<file path="src/design/ufc_pkg.sv">
// Register map, limits, timing and carrier types of the UART flow control block
package ufc_pkg;
   // Register offsets
   localparam logic [7:0] OFF_CTRL = 8'h00;
   localparam logic [7:0] OFF_BAUD = 8'h04;
   localparam logic [7:0] OFF_CLKDIV = 8'h08;
   localparam logic [7:0] OFF_HWMARK = 8'h0C;
   localparam logic [7:0] OFF_XLIM = 8'h10;
   localparam logic [7:0] OFF_XCHAR = 8'h14;
   localparam logic [7:0] OFF_RSTIME = 8'h18;
   localparam logic [7:0] OFF_IMM = 8'h1C;
   localparam logic [7:0] OFF_STAT = 8'h20;
   localparam logic [7:0] OFF_XEFF = 8'h24;
   // Control bit positions
   localparam int B_HW = 32'h0000_0000;
   localparam int B_SW = 32'h0000_0001;
   localparam int B_BYP = 32'h0000_0002;
   localparam int B_RTSTX = 32'h0000_0003;
   localparam int B_485 = 32'h0000_0004;
   localparam int B_485LOW = 32'h0000_0005;
   localparam int B_CLK = 32'h0000_0006;
   localparam int B_MODEM = 32'h0000_0007;
   localparam int B_DTR = 32'h0000_0008;
   localparam int B_WAKE = 32'h0000_0009;
   // Upper field position in the mark and limit registers
   localparam int F_HI = 32'h0000_0010;
   // Reset values
   localparam logic [9:0] RST_CTRL = 10'h000;
   localparam logic [23:0] RST_BAUD = 24'h01_C200;
   localparam logic [7:0] RST_CLKDIV = 8'h00;
   localparam logic [31:0] RST_HWMARK = 32'h0180_01C0;
   localparam logic [31:0] RST_XLIM = 32'h00C0_00C0;
   localparam logic [15:0] RST_XCHAR = 16'h1311;
   localparam logic [15:0] RST_RSTIME = 16'h0000;
   // Fill levels and limits
   localparam logic [9:0] FIFO_DEPTH = 10'h200;
   localparam logic [15:0] LIM_MAX = 16'h0200;
   localparam logic [9:0] XON_NORM = 10'h1C0;
   localparam logic [9:0] XOFF_NORM = 10'h200;
   localparam logic [9:0] XOFF_ZERO = 10'h040;
   // Baud thresholds
   localparam logic [23:0] BAUD_TX_MIN = 24'h00_04B0;
   localparam logic [23:0] BAUD_PRE_MAX = 24'h00_016D;
   localparam logic [23:0] BAUD_FLOW_MAX = 24'h0F_4240;
   // Timing
   localparam int CLK_PERIOD_NS = 32'h0000_0014;
   localparam int LED_HALF_NS = 32'h02FA_F080;
   localparam int LED_HALF_CYC = LED_HALF_NS / CLK_PERIOD_NS;

   typedef struct packed {
      logic [7:0] addr;
      logic [31:0] wdata;
      logic wr;
      logic rd;
   } ufc_bus_t;

   typedef struct packed {
      logic start;
      logic [7:0] data;
   } ufc_txb_t;

   typedef enum logic [3:0] {
      D_IDLE = 4'b0001,
      D_SETUP = 4'b0010,
      D_ON = 4'b0100,
      D_HOLD = 4'b1000
   } ufc_dir_t;
endpackage : ufc_pkg

</file>
<file path="src/design/ufc_top.sv">
// UART flow control, transmit arbitration and auxiliary pin logic
//
// The implementer's own choices: the strobed register port and the placing of the registers.
`timescale 1ns/1ns
// What this block does
// Wake pin falling edge in suspend starts wakeup
// Clock output is clock over twice (N+1)
// Clock output stops during USB suspend
// RTS high once receive level reaches stop mark
// RTS stays high until level drains to resume
// Far end stops sending while RTS high
// RTS follows transmission in transmit mode, 1200+
// CTS high stops new bytes, two at most
// Received XOFF halts, XON resumes transmission
// Bypass lets own XON/XOFF out while halted
// Limits above 512 become 448 and 512
// XON limit clipped to XOFF limit
// XOFF limit zero becomes 64
// Software keeps limit sum below 512
// Stop at stop mark, continue at resume (hardware) or below it (software)
// Flow control forced above 1 MBaud
// Events post only with free FIFO space
// Immediate character goes ahead of queue
// Activity LEDs toggle on traffic, idle high
// Modem lines only when enabled, active low
// Direction pin with polarity, setup and hold
// No direction pin below 1200 baud
// Prescale 4 at or below 365 baud
// LED toggle period is a parameter
// Flow characters and limits live in registers
module ufc_top #(
   parameter int LED_HALF_CYC = ufc_pkg::LED_HALF_CYC
) (
   input wire logic clk,
   input wire logic sys_rst,
   input wire ufc_pkg::ufc_bus_t bus,
   output logic [31:0] rd_data_q,
   input wire logic usb_suspend,
   input wire logic [9:0] rx_level,
   input wire logic rx_stb,
   input wire logic [7:0] rx_byte,
   input wire logic txq_valid,
   input wire logic [7:0] txq_data,
   output logic txq_pop_q,
   output ufc_pkg::ufc_txb_t txb_q,
   input wire logic txs_busy,
   input wire logic evt_req,
   output logic evt_post_q,
   input wire logic cts_n,
   input wire logic dsr_n,
   input wire logic dcd_n,
   input wire logic ri_n,
   input wire logic remote_wake_n,
   output logic rts_n_q,
   output logic dtr_n_q,
   output logic transceiver_dir,
   output logic clk_out_q,
   output logic wake_req_q,
   output logic prescale4_q,
   output logic tx_activity_led,
   output logic rx_activity_led
);

   logic [9:0] ctrl_q;
   logic [23:0] baud_q;
   logic [7:0] clkdiv_q;
   logic [31:0] hwmark_q;
   logic [31:0] xlim_q;
   logic [15:0] xchar_q;
   logic [15:0] rstime_q;
   logic [4:0] pin_m_q;
   logic [4:0] pin_s_q;
   logic wake_p_q;
   logic rts_stop_q;
   logic sw_stop_q;
   logic pend_off_q;
   logic pend_on_q;
   logic halted_q;
   logic imm_pend_q;
   logic [7:0] imm_char_q;
   logic evt_pend_q;
   logic [7:0] ccnt_q;
   logic [7:0] dcnt_q;
   logic [31:0] lcnt_q;
   ufc_pkg::ufc_dir_t dir_st_q;
   logic [9:0] xon_e;
   logic [9:0] xoff_e;
   logic [9:0] hw_stop;
   logic [9:0] hw_resume;
   logic [7:0] xon_c;
   logic [7:0] xoff_c;
   logic ge1200;
   logic hw_eff;
   logic rtstx;
   logic rs_on;
   logic cts_blk;
   logic tx_free;
   logic ctl_ok;
   logic dat_ok;
   logic want;
   logic dir_rdy;
   logic go;
   logic send_ctl;
   logic send_imm;
   logic send_q;
   logic post_now;
   logic ltick;
   logic imm_wr;
   logic [1:0] led_stb;
   logic [1:0] led_v;

   assign hw_stop = hwmark_q[9:0];
   assign hw_resume = hwmark_q[ufc_pkg::F_HI +: 10];
   assign xon_c = xchar_q[7:0];
   assign xoff_c = xchar_q[15:8];
   assign ge1200 = baud_q >= ufc_pkg::BAUD_TX_MIN;
   assign rs_on = ctrl_q[ufc_pkg::B_485] && ge1200;
   assign rtstx = ctrl_q[ufc_pkg::B_RTSTX] && ge1200;
   // Above 1 MBaud hardware flow is forced unless software flow is on
   assign hw_eff = ctrl_q[ufc_pkg::B_HW] ||
                   (baud_q > ufc_pkg::BAUD_FLOW_MAX && !ctrl_q[ufc_pkg::B_SW]);
   assign cts_blk = hw_eff && pin_s_q[0];
   assign imm_wr = bus.wr && bus.addr == ufc_pkg::OFF_IMM;

   // Two-flop synchronisers for all pins
   always_ff @(posedge clk) begin
      if (sys_rst) begin
         pin_m_q <= 5'h1F;
         pin_s_q <= 5'h1F;
      end else begin
         pin_m_q <= {remote_wake_n, ri_n, dcd_n, dsr_n, cts_n};
         pin_s_q <= pin_m_q;
      end
   end

   // Configuration registers, applied without resetting the UART
   always_ff @(posedge clk) begin
      if (sys_rst) begin
         ctrl_q <= ufc_pkg::RST_CTRL;
         baud_q <= ufc_pkg::RST_BAUD;
         clkdiv_q <= ufc_pkg::RST_CLKDIV;
         hwmark_q <= ufc_pkg::RST_HWMARK;
         xlim_q <= ufc_pkg::RST_XLIM;
         xchar_q <= ufc_pkg::RST_XCHAR;
         rstime_q <= ufc_pkg::RST_RSTIME;
      end else if (bus.wr) begin
         case (bus.addr)
            ufc_pkg::OFF_CTRL: ctrl_q <= bus.wdata[9:0];
            ufc_pkg::OFF_BAUD: baud_q <= bus.wdata[23:0];
            ufc_pkg::OFF_CLKDIV: clkdiv_q <= bus.wdata[7:0];
            ufc_pkg::OFF_HWMARK: hwmark_q <= bus.wdata;
            ufc_pkg::OFF_XLIM: xlim_q <= bus.wdata;
            ufc_pkg::OFF_XCHAR: xchar_q <= bus.wdata[15:0];
            ufc_pkg::OFF_RSTIME: rstime_q <= bus.wdata[15:0];
            default: ;
         endcase
      end
   end

   // Read data for the cycle after the strobe only
   always_ff @(posedge clk) begin
      if (sys_rst || !bus.rd) begin
         rd_data_q <= 32'h0000_0000;
      end else begin
         case (bus.addr)
            ufc_pkg::OFF_CTRL: rd_data_q <= {22'h00_0000, ctrl_q};
            ufc_pkg::OFF_BAUD: rd_data_q <= {8'h00, baud_q};
            ufc_pkg::OFF_CLKDIV: rd_data_q <= {24'h00_0000, clkdiv_q};
            ufc_pkg::OFF_HWMARK: rd_data_q <= hwmark_q;
            ufc_pkg::OFF_XLIM: rd_data_q <= xlim_q;
            ufc_pkg::OFF_XCHAR: rd_data_q <= {16'h0000, xchar_q};
            ufc_pkg::OFF_RSTIME: rd_data_q <= {16'h0000, rstime_q};
            ufc_pkg::OFF_IMM: rd_data_q <= {23'h00_0000, imm_pend_q, imm_char_q};
            ufc_pkg::OFF_STAT: begin
               rd_data_q <= {19'h0_0000, prescale4_q, evt_pend_q, usb_suspend,
                             ctrl_q[ufc_pkg::B_MODEM] ? ~pin_s_q[3:1] : 3'h0,
                             ~pin_s_q[0], halted_q, sw_stop_q, pend_off_q, pend_on_q,
                             dir_st_q == ufc_pkg::D_ON, rts_n_q};
            end
            ufc_pkg::OFF_XEFF: rd_data_q <= {6'h00, xoff_e, 6'h00, xon_e};
            default: rd_data_q <= 32'h0000_0000;
         endcase
      end
   end

   // Normalised software handshake limits
   always_comb begin
      xon_e = xlim_q[9:0];
      xoff_e = xlim_q[ufc_pkg::F_HI +: 10];
      if (xlim_q[15:0] > ufc_pkg::LIM_MAX || xlim_q[31:16] > ufc_pkg::LIM_MAX) begin
         xon_e = ufc_pkg::XON_NORM;
         xoff_e = ufc_pkg::XOFF_NORM;
      end else begin
         if (xlim_q[31:16] == 16'h0000) begin
            xoff_e = ufc_pkg::XOFF_ZERO;
         end
         if (xon_e > xoff_e) begin
            xon_e = xoff_e;
         end
      end
   end

   // RTS: transmit-follow mode, or hysteresis on the receive level
   always_ff @(posedge clk) begin
      if (sys_rst) begin
         rts_n_q <= 1'b0;
         rts_stop_q <= 1'b0;
      end else if (rtstx) begin
         rts_n_q <= !(txs_busy || txb_q.start);
         rts_stop_q <= 1'b0;
      end else if (!hw_eff) begin
         rts_n_q <= 1'b0;
         rts_stop_q <= 1'b0;
      end else if (rx_level >= hw_stop) begin
         rts_n_q <= 1'b1;
         rts_stop_q <= 1'b1;
      end else if (rts_stop_q && rx_level <= hw_resume) begin
         rts_n_q <= 1'b0;
         rts_stop_q <= 1'b0;
      end else begin
         rts_n_q <= rts_stop_q;
      end
   end

   // Software handshake: request XOFF at the stop limit, XON below resume
   always_ff @(posedge clk) begin
      if (sys_rst || !ctrl_q[ufc_pkg::B_SW]) begin
         sw_stop_q <= 1'b0;
         pend_off_q <= 1'b0;
         pend_on_q <= 1'b0;
      end else if (!sw_stop_q && rx_level >= xoff_e) begin
         sw_stop_q <= 1'b1;
         pend_off_q <= 1'b1;
         pend_on_q <= 1'b0;
      end else if (sw_stop_q && rx_level < xon_e) begin
         sw_stop_q <= 1'b0;
         pend_on_q <= 1'b1;
         pend_off_q <= 1'b0;
      end else if (send_ctl) begin
         pend_off_q <= 1'b0;
         pend_on_q <= 1'b0;
      end
   end

   // Halt on a received XOFF, resume on XON
   always_ff @(posedge clk) begin
      if (sys_rst || !ctrl_q[ufc_pkg::B_SW]) begin
         halted_q <= 1'b0;
      end else if (rx_stb && rx_byte == xoff_c) begin
         halted_q <= 1'b1;
      end else if (rx_stb && rx_byte == xon_c) begin
         halted_q <= 1'b0;
      end
   end

   // Immediate character request; a new write wins over the send
   always_ff @(posedge clk) begin
      if (sys_rst) begin
         imm_pend_q <= 1'b0;
         imm_char_q <= 8'h00;
      end else if (imm_wr) begin
         imm_pend_q <= 1'b1;
         imm_char_q <= bus.wdata[7:0];
      end else if (send_imm) begin
         imm_pend_q <= 1'b0;
      end
   end

   // Transmit arbitration: flow character, then immediate, then queue
   always_comb begin
      tx_free = !txs_busy && !txb_q.start;
      ctl_ok = (pend_off_q || pend_on_q) && (!halted_q || ctrl_q[ufc_pkg::B_BYP]);
      dat_ok = !halted_q && !cts_blk;
      want = ctl_ok || (dat_ok && (imm_pend_q || txq_valid));
      dir_rdy = !rs_on || dir_st_q == ufc_pkg::D_ON;
      go = want && tx_free && dir_rdy;
      send_ctl = go && ctl_ok;
      send_imm = go && !ctl_ok && imm_pend_q;
      send_q = go && !ctl_ok && !imm_pend_q;
   end

   always_ff @(posedge clk) begin
      if (sys_rst) begin
         txb_q <= '0;
         txq_pop_q <= 1'b0;
      end else begin
         txb_q.start <= go;
         txq_pop_q <= send_q;
         if (send_ctl) begin
            txb_q.data <= pend_off_q ? xoff_c : xon_c;
         end else if (send_imm) begin
            txb_q.data <= imm_char_q;
         end else if (send_q) begin
            txb_q.data <= txq_data;
         end
      end
   end

   // Transceiver direction with programmable setup and hold
   always_ff @(posedge clk) begin
      if (sys_rst || !rs_on) begin
         dir_st_q <= ufc_pkg::D_IDLE;
         dcnt_q <= 8'h00;
      end else begin
         unique case (dir_st_q)
            ufc_pkg::D_IDLE: begin
               dcnt_q <= 8'h00;
               if (want) begin
                  dir_st_q <= ufc_pkg::D_SETUP;
               end
            end
            ufc_pkg::D_SETUP: begin
               if (dcnt_q >= rstime_q[7:0]) begin
                  dir_st_q <= ufc_pkg::D_ON;
               end else begin
                  dcnt_q <= dcnt_q + 8'h01;
               end
            end
            ufc_pkg::D_ON: begin
               dcnt_q <= 8'h00;
               if (!want && tx_free) begin
                  dir_st_q <= ufc_pkg::D_HOLD;
               end
            end
            ufc_pkg::D_HOLD: begin
               if (want) begin
                  dir_st_q <= ufc_pkg::D_ON;
               end else if (dcnt_q >= rstime_q[15:8]) begin
                  dir_st_q <= ufc_pkg::D_IDLE;
               end else begin
                  dcnt_q <= dcnt_q + 8'h01;
               end
            end
         endcase
      end
   end

   always_ff @(posedge clk) begin
      if (sys_rst) begin
         transceiver_dir <= 1'b0;
      end else begin
         transceiver_dir <= (dir_st_q != ufc_pkg::D_IDLE) ^ ctrl_q[ufc_pkg::B_485LOW];
      end
   end

   // Divided clock output, held low in suspend
   always_ff @(posedge clk) begin
      if (sys_rst || usb_suspend || !ctrl_q[ufc_pkg::B_CLK]) begin
         ccnt_q <= 8'h00;
         clk_out_q <= 1'b0;
      end else if (ccnt_q >= clkdiv_q) begin
         ccnt_q <= 8'h00;
         clk_out_q <= ~clk_out_q;
      end else begin
         ccnt_q <= ccnt_q + 8'h01;
      end
   end

   // Remote wakeup on a falling wake pin during suspend
   always_ff @(posedge clk) begin
      if (sys_rst) begin
         wake_p_q <= 1'b1;
         wake_req_q <= 1'b0;
      end else begin
         wake_p_q <= pin_s_q[4];
         wake_req_q <= ctrl_q[ufc_pkg::B_WAKE] && usb_suspend && wake_p_q && !pin_s_q[4];
      end
   end

   // Event posting waits for receive FIFO space; a new event wins
   assign post_now = evt_pend_q && rx_level < ufc_pkg::FIFO_DEPTH;
   always_ff @(posedge clk) begin
      if (sys_rst) begin
         evt_pend_q <= 1'b0;
         evt_post_q <= 1'b0;
      end else begin
         evt_pend_q <= evt_req || (evt_pend_q && !post_now);
         evt_post_q <= post_now;
      end
   end

   // Modem output and baud prescale
   always_ff @(posedge clk) begin
      if (sys_rst) begin
         dtr_n_q <= 1'b1;
         prescale4_q <= 1'b0;
      end else begin
         dtr_n_q <= !(ctrl_q[ufc_pkg::B_MODEM] && ctrl_q[ufc_pkg::B_DTR]);
         prescale4_q <= baud_q <= ufc_pkg::BAUD_PRE_MAX;
      end
   end

   // Activity LED half-period tick
   assign ltick = lcnt_q >= 32'(LED_HALF_CYC - 1);
   always_ff @(posedge clk) begin
      if (sys_rst || ltick) begin
         lcnt_q <= 32'h0000_0000;
      end else begin
         lcnt_q <= lcnt_q + 32'h0000_0001;
      end
   end

   assign led_stb = {rx_stb, txb_q.start};
   for (genvar i = 0; i < 2; i++) begin : g_led
      logic led_q;
      logic act_q;
      always_ff @(posedge clk) begin
         if (sys_rst) begin
            led_q <= 1'b1;
            act_q <= 1'b0;
         end else begin
            if (ltick && (act_q || !led_q)) begin
               led_q <= ~led_q;
            end
            if (led_stb[i]) begin
               act_q <= 1'b1;
            end else if (ltick && !led_q) begin
               act_q <= 1'b0;
            end
         end
      end
      assign led_v[i] = led_q;
   end
   assign tx_activity_led = led_v[0];
   assign rx_activity_led = led_v[1];
endmodule : ufc_top

</file>
<file path="config.mk">
export PLATFORM = sky130hd
export DESIGN_NAME = ufc_top
export DESIGN_NICKNAME = d
export VERILOG_FILES = /design/src/design/ufc_pkg.sv /design/src/design/ufc_top.sv
export SDC_FILE = /design/constraint.sdc
export NUM_CORES = 1
export LEC_CHECK = 0
export BUFFER_PORTS_ARGS = -buffer_cell sky130_fd_sc_hd__buf_2
export CAP_MARGIN = 15
export CORE_ASPECT_RATIO = 0.7
export CORE_MARGIN = 5
export CORE_UTILIZATION = 40
export CTS_BUF_LIST = sky130_fd_sc_hd__clkbuf_16
export DETAILED_ROUTE_END_ITERATION = 8
export PLACE_DENSITY_LB_ADDON = 0.1
export SETUP_SLACK_MARGIN = 0.02
export SLEW_MARGIN = 15
export SYNTH_ARGS = -nofsm -noshare
export SYNTH_HDL_FRONTEND = slang
export SYNTH_SLANG_ARGS = --single-unit
</file>
<file path="constraint.sdc">
create_clock -name clk -period 6.6 [get_ports clk]
set_input_delay 0.33 -clock clk [delete_from_list [all_inputs] [get_ports clk]]
set_output_delay 0.33 -clock clk [all_outputs]
set_load 0.05 [all_outputs]
</file>
# After elaboration in Yosys (flattened, before gate mapping)
# Index checks and enable logic that the tools add are counted.
[classes]
eq_ne = 23
n_reduce_logical = 89
n_mux = 39
bitwise_logic = 6
addsub = 3
n_lt_le_gt_ge = 15
[ops]
columns = ["op", "n"]
rows = [
  ["32-bit one-hot mux with 10 select lines", 1],
  ["8-bit 2-to-1 mux", 7],
  ["10-bit 2-to-1 mux", 5],
  ["32-bit by 1-bit adder with 32-bit output, second input constant", 1],
  ["8-bit by 5-bit == test with 1-bit output, second input constant", 4],
  ["32-bit by 22-bit >= comparator with 1-bit output, second input constant", 1],
  ["16-bit by 10-bit > comparator with 1-bit output, second input constant", 2],
  ["1-bit logical AND", 31],
  ["24-bit by 11-bit >= comparator with 1-bit output, second input constant", 1],
  ["8-bit >= comparator", 3],
  ["24-bit by 20-bit > comparator with 1-bit output, second input constant", 1],
  ["24-bit by 9-bit less-or-equal comparator with 1-bit output, second input constant", 1],
  ["8-bit one-hot mux with 3 select lines", 1],
  ["10-bit >= comparator", 2],
  ["4-bit 2-to-1 mux", 5],
  ["1-bit logical NOT", 18],
  ["1-bit 2-to-1 mux", 18],
  ["1-bit logical OR", 17],
  ["8-bit by 1-bit adder with 8-bit output, second input constant", 2],
  ["8-bit by 4-bit == test with 1-bit output, second input constant", 2],
  ["8-bit by 6-bit == test with 1-bit output, second input constant", 2],
  ["8-bit == test", 2],
  ["16-bit logical NOT", 1],
  ["4-bit one-hot mux with 4 select lines", 1],
  ["24 further kinds", 46],
]
[word_totals]
reg_bits = 269
in_bits = 80
elab_cells = 212
output_inout_bits = 51

# Depth between registers and ports, before layout
[logic_depth]
depth_word = 15
depth_mapped = 21
depth_no_buf = 20

# Worst setup path after synthesis
# Ideal clock, no wire load.
[synth_timing]
path_kind = "register to register"
startpoint = "register xlim_q[19]"
endpoint = "register pend_on_q"
setup_time_ns = 0.060
t_arrival_ns = 4.023
required_ns = 6.540
synth_period_minus_slack_ns = 4.083
stages_incl_launch_ff = 20
setup_slack_ns = 2.517
cell_sequence = "dfxtp_1 nor4_1 nand4_1 nor3_1 or2_2 inv_1 ha_1 o21ai_0 o21ai_0 o21ai_1 clkbuf_1 nor2_1 a211oi_1 ha_1 a21oi_1 nand2_1 a2111oi_0 nor4b_1 a221o_1 and3_1"
[synth_via]
elab_chain_cells = 9
elab_cells_between_ends = 16
cone_classes = "4 x order compare; 6 x mux; 6 x reduce/logical"
[synth_lines]
columns = ["element", "line_no", "rtl"]
rows = [
  ["from (decl)", "ufc_top.sv:68", "logic [31:0] xlim_q;"],
  ["from (signal assigned)", "ufc_top.sv:143", "xlim_q <= ufc_pkg::RST_XLIM;"],
  ["from (signal assigned)", "ufc_top.sv:152", "ufc_pkg::OFF_XLIM: xlim_q <= bus.wdata;"],
  ["16-bit logical NOT", "ufc_top.sv:194", "if (xlim_q[31:16] == 16'h0000) begin"],
  ["10-bit 2-to-1 mux", "ufc_top.sv:194", ""],
  ["10-bit 2-to-1 mux", "ufc_top.sv:190", "if (xlim_q[15:0] > ufc_pkg::LIM_MAX || xlim_q[31:16] > ufc_pkg::LIM_MAX) begin"],
  ["10-bit > comparator", "ufc_top.sv:197", "if (xon_e > xoff_e) begin"],
  ["10-bit 2-to-1 mux", "ufc_top.sv:197", ""],
  ["10-bit 2-to-1 mux", "ufc_top.sv:190", ""],
  ["10-bit < comparator", "ufc_top.sv:235", "end else if (sw_stop_q && rx_level < xon_e) begin"],
  ["1-bit logical AND", "ufc_top.sv:235", ""],
  ["1-bit 2-to-1 mux or 2-bit nonzero test (tied branches)", "n/a", ""],
  ["to (signal assigned)", "ufc_top.sv:234", "pend_on_q <= 1'b0;"],
  ["to (signal assigned)", "ufc_top.sv:237", "pend_on_q <= 1'b1;"],
  ["to (signal assigned)", "ufc_top.sv:241", "pend_on_q <= 1'b0;"],
  ["to (decl)", "ufc_top.sv:77", "logic pend_on_q;"],
]
# Parallel ways exist; a longest one is shown, timed or not. The select of a mux whose other input is x is not followed.
# A chain may end at the register's enable or synchronous reset.

# Worst setup path in the final report
[layout_timing]
startpoint = "register xlim_q[27]"
endpoint = "register pend_on_q"
# Same word-level chain as after synthesis.

==> results.yml <==
yosys:
  synth-edff-count: 0
  synth_area_leaders: "dfxtp_1 42%, nand2_1 8.4%, ha_1 7.4%, a21oi_1 6.6%, nand3_1 4.2%"
  syn_avg_cell_area_sq_um: 8.189
  yosysTopAreaCellShare_pct: 42.05
  synthFlopType: "dfxtp_1"
  async_flop_share_pct: 0
  ys_warn_count: 0
  ys_ff_latch: 269
  seq_area_frac_synth_pct: 42.05
  netlist_instances: 1564
  synth_area_sq_mm: 0.01281
  synth_area_leader_cell: "dfxtp_1"
  ys_types: 68
timing:
  post-route-worst-setup-slack_ps: 1983
  clock_skew_ps: 9.300
  worst_slew_pin_slew_ps: 1004
  setup_tns_ps: 0
  rsz0062_at_grt: "no"
  relSlewSlack_pct: 33.07
  slew_viol_final: 0
  period_share_pct: 69.96
  fmax_mhz: 216.6
  final_hold_viol_count: 0
  hold_slack_ps: 19.58
  min_period_ps: 4617
  setup_viol: 0
cts:
  cts_resized: 0
  htreeDepth: 1
  numCtsBuffers: 28
  path_clk_slew_ps: 60
  holdBufCountCts: 6
  cts_root_buf: "clkbuf_16"
  cts_sinks: 269
  clockBufferDepth: 3
  clock_latency_ps: 560
  cts_setup_buffers: 0
  cts_tree: "built"
worst_setup_path:
  required_ps: 7100
  path_cells: "nor4_1 -> nand2_1 -> nor3_1 -> or2_2 -> inv_1 -> ha_1 -> nand4_1 -> nor2_1 -> a32oi_1 -> o21ai_1 -> buf_4 -> mux2_2 -> nand2_1 -> ha_1 -> a21o_1 -> nand3_1 -> a21oi_1 -> a2111oi_0 -> nor4b_1 -> a221o_1 -> and3_1"
  path_class: "flop to flop"
  r2r_cells: 21
  crit_path_end_kind: "flop"
  arrival_ps: 5110
  timing.rr.end: "pend_on_q$_SDFFE_PP0P_"
  worstPathMaxFanout: 16
  critPathMaxStageDelay_ps: 410
  critical_path.top_delay_family: "simple AND/OR/NAND/NOR gates"
  rr_startpoint: "xlim_q[27]$_SDFFE_PP0P_"
  rrSetupSlack_ps: 1980
  path_buf_inv: 2
  crit_slowest_cell: "a2111oi_0"
  start_kind: "flop"
floorplan:
  initial_core_util_pct: 40.85
  core_area_sq_mm: 0.03135
  rows: 54
  io_pins: 131
  die_w_um: 223.9
  die_h_um: 159.7
  fp.dieArea_sq_mm: 0.03575
drt:
  num_vias: 12010
  drt-total-wl_mm: 45.99
  drtAntennaViolNets: 0
  dr_wl_met2_mm: 18.93
  wl_met1_mm: 22.61
  wl_met3_mm: 3.840
  top_layer_used: "met5"
  drt_pass1_iterations: 6
  viasPerCell: 5.685
  wire_per_inst_um: 21.77
  drcViolationCount: 0
  drt-initial-drc-count: 1301
layout:
  final_cell_mix: "288 x nand2_1, 269 x dfxtp_1, 169 x a21oi_1"
  finalNetCount: 1828
  syn2layout_area_growth_pct: 16.30
  mostFrequentLayoutCell: "nand2_1"
  final_core_util_pct: 47.51
  diodes: 0
  drive_above_1_share_pct: 14.12
worst_hold_path:
  holdPathEnd: "hwmark_q[24]$_SDFFE_PP1P_"
  hp-class: "primary input to flop"
  worstHoldStart: "bus[26]"
  worstHoldPathCells: 3
place:
  dp_slack_ps: 2133
  dpl.hpwl_mm: 33.29
  io_buffers: 130
  gp_congestion: 0.9477
flow_run:
  drv_cap: 0
global_route:
  grt_pass1_vias: 11230
  grt_start_max_net_pins: 82
  grt_pass1_wl_mm: 70.45
  overflow: 0
  grt_util_all_layers_pct: 24.83
  antenna_found_initial: 2
power_and_ir_drop:
  powerDensity_mw_per_mm2: 238.7
  peakVddDrop_uv: 151.5
  p_leak_nw: 5.482
status:
  outcome: "finished clean"
-- flip-flops by register name, indices dropped and copies added, names as in the netlist, 4 cells and up --
name        cells
baud_q         24
ccnt_q          8
clkdiv_q        8
ctrl_q         10
dcnt_q          8
dir_st_q        4
hwmark_q       32
imm_char_q      8
lcnt_q         32
pin_m_q         5
pin_s_q         5
rd_data_q      32
rstime_q       16
txb_q           9
xchar_q        16
xlim_q         32
-- cell usage after synthesis, types with 16 or more instances --
cell,n
nand2_1,288
dfxtp_1,269
a21oi_1,169
nand3_1,107
nor2_1,101
ha_1,76
clkbuf_1,69
inv_1,68
a22oi_1,42
o21ai_0,31
xor2_1,25
nand4_1,23
xnor2_1,18
a222oi_1,16
nor3_1,16
o22ai_1,16
or2_2,16
-- worst max-delay path by stage --
stage / from / to / slack, ps / cells past startpoint
after floorplan: xlim_q[19]$_SDFFE_PP0P_ / pend_on_q$_SDFFE_PP0P_ / 2520 / 19
after global placement: xlim_q[19]$_SDFFE_PP0P_ / pend_on_q$_SDFFE_PP0P_ / 2190 / 21
after detailed placement: xlim_q[19]$_SDFFE_PP0P_ / pend_on_q$_SDFFE_PP0P_ / 2130 / 21
after CTS: xlim_q[19]$_SDFFE_PP0P_ / pend_on_q$_SDFFE_PP0P_ / 2100 / 21
after global routing: xlim_q[19]$_SDFFE_PP0P_ / pend_on_q$_SDFFE_PP0P_ / 1490 / 20
final: xlim_q[27]$_SDFFE_PP0P_ / pend_on_q$_SDFFE_PP0P_ / 1980 / 21
-- cells by family (layout without fill, tap and decap cells) --
logic type,count (synthesis),in the layout,synth area share (%)
AOI/OAI and AO/OA,375,375,18.89
xor gates and xnor gates,43,43,2.941
adders and majority gates,76,76,7.425
buffers and inverters,155,275,4.806
DFF,269,269,42.05
muxes,23,23,1.905
other,1,10,0.02928
and+or+nand+nor,622,622,21.95
-- stage by stage --
step           total power, mW  cell area (sq um)  cells
2_1_floorplan            1.773              12840   1573
3_3_place_gp             1.852              13820   2055
3_5_place_dp             1.854              13820   2055
4_1_cts                  3.578              14880   2112
5_1_grt                  3.667              14890   2113
6_report                 3.556              14890   2113
-- per-layer routing --
metal,GRT usage (%),vias up
li1,-,5731
met1,38.86,5791
met5,0,-
met3,5.377,46
met2,35.27,442
met4,3.952,2
-- worst reg2reg max path: stages, from the launching register on --
cell       delay [ps]
dfxtp_1           320
nor4_1            350
nand2_1           260
nor3_1            200
or2_2             160
inv_1              60
ha_1              300
nand4_1           120
nor2_1            120
a32oi_1           100
o21ai_1            90
buf_4             230
mux2_2            360
nand2_1           110
ha_1              270
a21o_1            190
nand3_1            90
a21oi_1            70
a2111oi_0         410
nor4b_1           400
a221o_1           210
and3_1            150
-- power by group --
| part | switching [mW] | leakage [nW] | total (mW) | internal (mW) |
|---|---|---|---|---|
| clock | 0.697 | 0.494 | 1.73 | 1.03 |
| sequential | 0.00730 | 2.18 | 1.64 | 1.64 |
| combinational | 0.123 | 2.81 | 0.180 | 0.0566 |
-- cell type report --
class,count,area [sq um]
well taps,420,525.5
clock buffers,29,725.7
flip-flops and latches,269,5385
multi-input cells,1149,6858
repair buffers,156,870.8
fillers,3192,16460
inverters,68,255.2
clock inverters,22,274.0
Power figures use the tool's default switching activity.
